==> src/logic/pff_consts.svh <==
// Purpose: Offsets, field positions and reset values of the fault block
// Assumes: 32-bit classic Wishbone, byte addresses
// Notes:
// Operation
// - Force-bit set: channel Low during fault
// - Enable register gates single interrupt output
// - Bit 16 lets fault raise interrupt
// - Bits 2..0 let generators raise interrupt
// - Fault input or debug is fault; else pass
// - Forcing happens before the output inverter
// - Fault status latched until write-one clears
`ifndef PFF_CONSTS_SVH
`define PFF_CONSTS_SVH

`define PFF_ADR_W        8
`define PFF_OFS_INVERT   8'h0C
`define PFF_OFS_FORCE    8'h10
`define PFF_OFS_ENABLE   8'h14
`define PFF_OFS_RAW      8'h18
`define PFF_OFS_ISC      8'h1C
`define PFF_OFS_STATUS   8'h20
`define PFF_CHANNELS     6
`define PFF_GENS         3
`define PFF_FAULT_BIT    16
`define PFF_CH_MASK      32'h0000_003F
`define PFF_EN_MASK      32'h0001_0007
`define PFF_RST_VALUE    32'h0000_0000

`endif

==> src/logic/pff_pkg.sv <==
// Purpose: Types shared by the fault block
// Assumes: Constants come from pff_consts.svh
// Notes: Wishbone request travels as one struct
`default_nettype none
`include "pff_consts.svh"
package pff_pkg;
  typedef struct packed {
    logic                   cyc;
    logic                   stb;
    logic                   we;
    logic [`PFF_ADR_W-1:0]  adr;
    logic [3:0]             sel;
    logic [31:0]            dat;
  } pff_wbreq_t;
endpackage
`default_nettype wire

==> src/logic/pff_top.sv <==
// Purpose: Fault override and interrupt gating of a six-channel PWM
// Assumes: Generator inputs share clk; fault pin is asynchronous
// Notes: All outputs registered; one cycle from pwmGen to pin, three from faultPin
//
// The Wishbone register port was chosen for this implementation.
`timescale 1ns/10ps
`default_nettype none
`include "pff_consts.svh"

module pff_top
  import pff_pkg::*;
#(
  parameter int CHANNELS = `PFF_CHANNELS,
  parameter int GENS     = `PFF_GENS
) (
  // Clock and reset
  input  wire logic                clk,
  input  wire logic                rst,
  // Wishbone slave
  input  wire pff_wbreq_t          wbReq,
  output var  logic                wbAck,
  output var  logic [31:0]         wbDatO,
  // Generator side
  input  wire logic [CHANNELS-1:0] pwmGen,
  input  wire logic [GENS-1:0]     genIrq,
  input  wire logic                debugEvent,
  // Fault pin
  input  wire logic                faultPin,
  // Pins and interrupt
  output var  logic [CHANNELS-1:0] pwmPin,
  output var  logic                irqOut
);

  logic [1:0]          faultMeta;
  logic                faultSync;
  logic                faultCond;
  logic [CHANNELS-1:0] forceLow;
  logic [CHANNELS-1:0] invert;
  logic [31:0]         intEnable;
  logic                faultLatch;
  logic                access;
  logic                wrAccess;
  logic                clrFault;
  logic [31:0]         rawStatus;
  logic [31:0]         maskStatus;
  logic [CHANNELS-1:0] forcedGen;
  logic [31:0]         next_rdData;
  logic                rstLag;

  // Register address decode
  function automatic logic hit(input logic [`PFF_ADR_W-1:0] adr,
                               input logic [`PFF_ADR_W-1:0] ofs);
    hit = (adr == ofs);
  endfunction

  // Byte-lane merge of a write
  function automatic logic [31:0] merge(input logic [31:0] old,
                                        input logic [31:0] dat,
                                        input logic [3:0]  sel);
    logic [31:0] res;
    res = old;
    for (int b = 0; b < 4; b++) begin
      if (sel[b]) begin
        res[b*8 +: 8] = dat[b*8 +: 8];
      end
    end
    merge = res;
  endfunction

  // Fault pin synchroniser
  always_ff @(posedge clk or posedge rst) begin
    if (rst) begin
      faultMeta <= 2'h0;
    end else begin
      faultMeta <= {faultMeta[0], faultPin};
    end
  end
  assign faultSync = faultMeta[1];

  assign faultCond = faultSync | debugEvent;

  assign access   = wbReq.cyc & wbReq.stb & ~wbAck;
  assign wrAccess = access & wbReq.we;

  // Bus acknowledge, one cycle after request
  always_ff @(posedge clk or posedge rst) begin
    if (rst) begin
      wbAck <= 1'b0;
    end else begin
      wbAck <= access;
    end
  end

  always_ff @(posedge clk or posedge rst) begin
    if (rst) begin
      forceLow <= CHANNELS'(`PFF_RST_VALUE);
    end else if (wrAccess && hit(wbReq.adr, `PFF_OFS_FORCE)) begin
      forceLow <= CHANNELS'(merge(32'(forceLow), wbReq.dat,
                                  wbReq.sel) & `PFF_CH_MASK);
    end
  end

  always_ff @(posedge clk or posedge rst) begin
    if (rst) begin
      invert <= CHANNELS'(`PFF_RST_VALUE);
    end else if (wrAccess && hit(wbReq.adr, `PFF_OFS_INVERT)) begin
      invert <= CHANNELS'(merge(32'(invert), wbReq.dat,
                                wbReq.sel) & `PFF_CH_MASK);
    end
  end

  // Enable register, reserved bits kept zero
  always_ff @(posedge clk or posedge rst) begin
    if (rst) begin
      intEnable <= `PFF_RST_VALUE;
    end else if (wrAccess && hit(wbReq.adr, `PFF_OFS_ENABLE)) begin
      intEnable <= merge(intEnable, wbReq.dat, wbReq.sel) & `PFF_EN_MASK;
    end
  end

  assign clrFault = wrAccess && hit(wbReq.adr, `PFF_OFS_ISC)
                    && wbReq.sel[2] && wbReq.dat[`PFF_FAULT_BIT];

  // Latch fault, set wins over clear
  always_ff @(posedge clk or posedge rst) begin
    if (rst) begin
      faultLatch <= 1'b0;
    end else if (faultSync) begin
      faultLatch <= 1'b1;
    end else if (clrFault) begin
      faultLatch <= 1'b0;
    end
  end

  always_comb begin
    rawStatus = 32'h0000_0000;
    rawStatus[`PFF_FAULT_BIT] = faultLatch;
    rawStatus[GENS-1:0] = genIrq;
  end
  assign maskStatus = rawStatus & intEnable;

  always_ff @(posedge clk or posedge rst) begin
    if (rst) begin
      irqOut <= 1'b0;
    end else begin
      irqOut <= |maskStatus;
    end
  end

  // Output stage per channel
  genvar ch;
  generate
    for (ch = 0; ch < CHANNELS; ch++) begin : gOut
      assign forcedGen[ch] = pwmGen[ch] & ~(forceLow[ch] & faultCond);
      always_ff @(posedge clk or posedge rst) begin
        if (rst) begin
          pwmPin[ch] <= 1'b0;
        end else begin
          pwmPin[ch] <= forcedGen[ch] ^ invert[ch];
        end
      end
    end
  endgenerate

  // Read data mux
  always_comb begin
    next_rdData = 32'h0000_0000;
    if (hit(wbReq.adr, `PFF_OFS_INVERT)) begin
      next_rdData = 32'(invert);
    end else if (hit(wbReq.adr, `PFF_OFS_FORCE)) begin
      next_rdData = 32'(forceLow);
    end else if (hit(wbReq.adr, `PFF_OFS_ENABLE)) begin
      next_rdData = intEnable;
    end else if (hit(wbReq.adr, `PFF_OFS_RAW)) begin
      next_rdData = rawStatus;
    end else if (hit(wbReq.adr, `PFF_OFS_ISC)) begin
      next_rdData = maskStatus;
    end else if (hit(wbReq.adr, `PFF_OFS_STATUS)) begin
      next_rdData = {31'h0, faultSync};
    end
  end

  always_ff @(posedge clk or posedge rst) begin
    if (rst) begin
      wbDatO <= 32'h0000_0000;
    end else if (access && !wbReq.we) begin
      wbDatO <= next_rdData;
    end else begin
      wbDatO <= 32'h0000_0000;
    end
  end

  // Masks checks for the first edge after reset
  always_ff @(posedge clk or posedge rst) begin
    if (rst) begin
      rstLag <= 1'b1;
    end else begin
      rstLag <= 1'b0;
    end
  end

  generate
    for (ch = 0; ch < CHANNELS; ch++) begin : gChk

    end
  endgenerate
endmodule

`default_nettype wire

==> config.mk <==
export PLATFORM = sky130hd
export DESIGN_NAME = pff_top
export DESIGN_NICKNAME = d
export VERILOG_FILES = /design/src/logic/pff_pkg.sv /design/src/logic/pff_top.sv
export VERILOG_INCLUDE_DIRS = /design/src /design/src/logic
export SDC_FILE = /design/constraint.sdc
export NUM_CORES = 1
export LEC_CHECK = 0
export BUFFER_PORTS_ARGS = -buffer_cell sky130_fd_sc_hd__buf_2
export CAP_MARGIN = 20
export CORE_MARGIN = 8
export CORE_UTILIZATION = 35
export DETAILED_ROUTE_END_ITERATION = 7
export PLACE_DENSITY = 0.7
export SKIP_LAST_GASP = 1
export SYNTH_ARGS = -nofsm -noshare
export SYNTH_HDL_FRONTEND = slang
export SYNTH_SLANG_ARGS = --single-unit
==> constraint.sdc <==
create_clock -name clk -period 2.2 [get_ports clk]
set_input_delay 0.44 -clock clk [delete_from_list [all_inputs] [get_ports clk]]
set_output_delay 0.44 -clock clk [all_outputs]
set_load 0.03 [all_outputs]
==> results_dict.tcl <==
set metrics [dict create \
    run_status "finished, final reports clean" \
    diodes 0 \
    insertion_delay_ps 280 \
    slew_viol_final 0 \
    hold_ws_ps 238 \
    rsz0062_at_grt "false" \
    powerDensity_mw_per_mm2 621 \
    first_pass_iters 4 \
    layout_min_cycle_time_ps 1830 \
    io_buffers 47 \
    ctsResizeCount 0 \
    cts_tree "built" \
    fill_cells 464 \
    synth-edff-count 0 \
    maxCapViolCount 0 \
    die_w_um 85.9 \
    drtIter0Drc 65 \
    fin_crit_sh_pct 83.2 \
    die_h_um 85.9 \
    ys_async_sr_fraction_pct 100 \
    netlist.area_leader.share_pct 49.8 \
    syn_area_mm2 0.00171 \
    synth_cell_types 36 \
    clockPowerShare_pct 36.1 \
    clkSinkCount 34 \
    crit_fanout 7 \
    grt_pass1_wl_um 5840 \
    detail-route-antenna-nets 0 \
    synth-warning-count 0 \
    cts_buffer_depth 2 \
    wl_um 3560 \
    via_per_inst 4.40 \
    max_stage_delay_ps 600 \
    grt_max_degree 35 \
    final_common_cell "buf_2" \
    fin_cells 272 \
    netSwitchingFraction_pct 26.4 \
    slowest_stage "or4_4" \
    ys_seq_area_share_pct 49.8 \
    layout_common_cells "buf_2 (47), dfrtp_1 (34), conb_1 (25)" \
    seqPwrFrac_pct 50.7 \
    initial_utilization_pct 36.2 \
    path_class "primary input to flip-flop" \
    cts_buffers 5 \
    syn_to_final_growth_pct 19.2 \
    dieArea_mm2 0.00737 \
    finalHoldViolations 0 \
    grt_overflow 0 \
    root_buffer "clkbuf_8" \
    synth_area_leaders "dfrtp_1 (50%), buf_4 (11%), mux2_2 (6.6%), mux2_4 (5.3%), nand2_1 (3.3%)" \
    cp_cell_sequence "buf_2, or4_4, nor4_4, and2b_1, buf_4, mux2_4" \
    fin_setup_tns_ps 0 \
    yosysTopAreaCell "dfrtp_1" \
    num_rows 25 \
    drive_gt1_share_pct 39.5 \
    core_mm2 0.00472 \
    internal_power_mw 0.931 \
    crit_path_end_kind "flip-flop" \
    avgRoutedWirePerCell_um 13.1 \
    pin_count 100 \
    place_hpwl_um 2940 \
    max_freq_mhz 546 \
    p_leak_nw 1.04 \
    synth_ff_type "dfrtp_1" \
    fin_worst_skew_ps 2.37 \
    power.switching_mw 0.333 \
    ys_ff_latch 34 \
    setup_viol_count_final 0 \
    htree_levels 2 \
    crit_required_ps 2370 \
    min-delay-path-class "primary input to asynchronous set/reset pin" \
    cts-hold-fix-buffers 0 \
    clkSlewWorstSetupHoldPaths_ps 60 \
    place_inst 264 \
    num_vias 1197 \
    ir_drop_mv 0.184 \
    cts_setup_buffers 0 \
    antenna_found_initial 0 \
    place.gp.congestion 0.868 \
    ff_latch_area_um2 851 \
    fin_nets 264 \
    syn_inst 149 \
    multi_input_area_um2 718 \
    crit_arrival_ps 2000 \
    track_usage_pct 10.1 \
    post-route-drc-count 0 \
    grt_pass1_vias 1266 \
    total_power_mw 1.26 \
    comb_power_share_pct 13.2 \
    syn_avg_cell_area_um2 11.5 \
    critPathLaunchType "primary input" \
]
==> logic make-up after synthesis <==
group,share of synthesized area [%]
xor gates and xnor gates,3.08
other,0.220
AOI/OAI and AO/OA,6.89
muxes,11.9
and+or+nand+nor,14.7
DFF,49.8
buffers and inverters,13.4
==> layout make-up <==
type                       count  area share [%]
tap                           67            4.12
sequential                    34            41.8
multi-input combinational    107            35.3
clock inverter                 1           0.246
clock buffer                   7            4.24
timing repair buffer          53            13.8
inverter                       3           0.553
==> per-stage QoR <==
stage	worst slack (ps)	util, %	cell area, um2
finish	369	43.1	2040
global route	306	43.1	2040
CTS	362	43.1	2040
detailed placement	56.3	41.2	1940
global placement	72.5	41.2	1940
floorplan	90.2	-	1800
==> critical path: cells and delay by family <==
family / cells / cell delay (ps)
buf+inv: 2 / 240
mux: 1 / 290
simple gates: 3 / 1020
==> per-layer routing <==
layer	up-vias	GRT usage [%]	share of wire (%)
met2	41	18.2	53
met4	0	5.73	2.2
met1	571	9.86	37
li1	579	-	-
met3	6	3.44	7.4
met5	-	0	0
==> power by group through the flow <==
stage / sequential (mW) / combinational [mW] / clock [mW]
5_1_grt: 0.641 / 0.181 / 0.496
6_report: 0.641 / 0.166 / 0.457
3_5_place_dp: 0.652 / 0.165 / 0
3_3_place_gp: 0.652 / 0.163 / 0
4_1_cts: 0.640 / 0.165 / 0.471
2_1_floorplan: 0.666 / 0.132 / 0
==> synthesized netlist by cell type (2+ instances only) <==
library cell and instances:
nor4_1 2, nand2b_1 2, nor2_1 8, xnor2_1 6
o22ai_1 3, nand2_1 15, mux2_4 6, nand3_1 3
a22oi_1 6, mux2_2 10, dfrtp_1 34, inv_1 3
clkbuf_1 2, buf_4 25, buf_6 2, and3_1 2
==> path summary, 6_finish.rpt <==
check	startpoint	endpoint	slack, ps	cells past startpoint
max	wbReq[37]	invert[5]	370	6
min	rst	pwmPin[4]	240	3
max reg2reg	wbAck	forceLow[1]	600	5
min reg2reg	faultMeta[0]	faultMeta[1]	360	0
max in group asynchronous	rst	faultMeta[1]	1660	3
min in group clk	faultPin	faultMeta[0]	260	1
==> registers in the layout (all words and copies together), names as in the netlist <==
signal,flops
faultMeta,2
irqOut,1
faultLatch,1
wbDatO,7
intEnable,4
invert,6
pwmPin,6
wbAck,1
forceLow,6
Note: power is estimated with default switching activity, not from simulation.
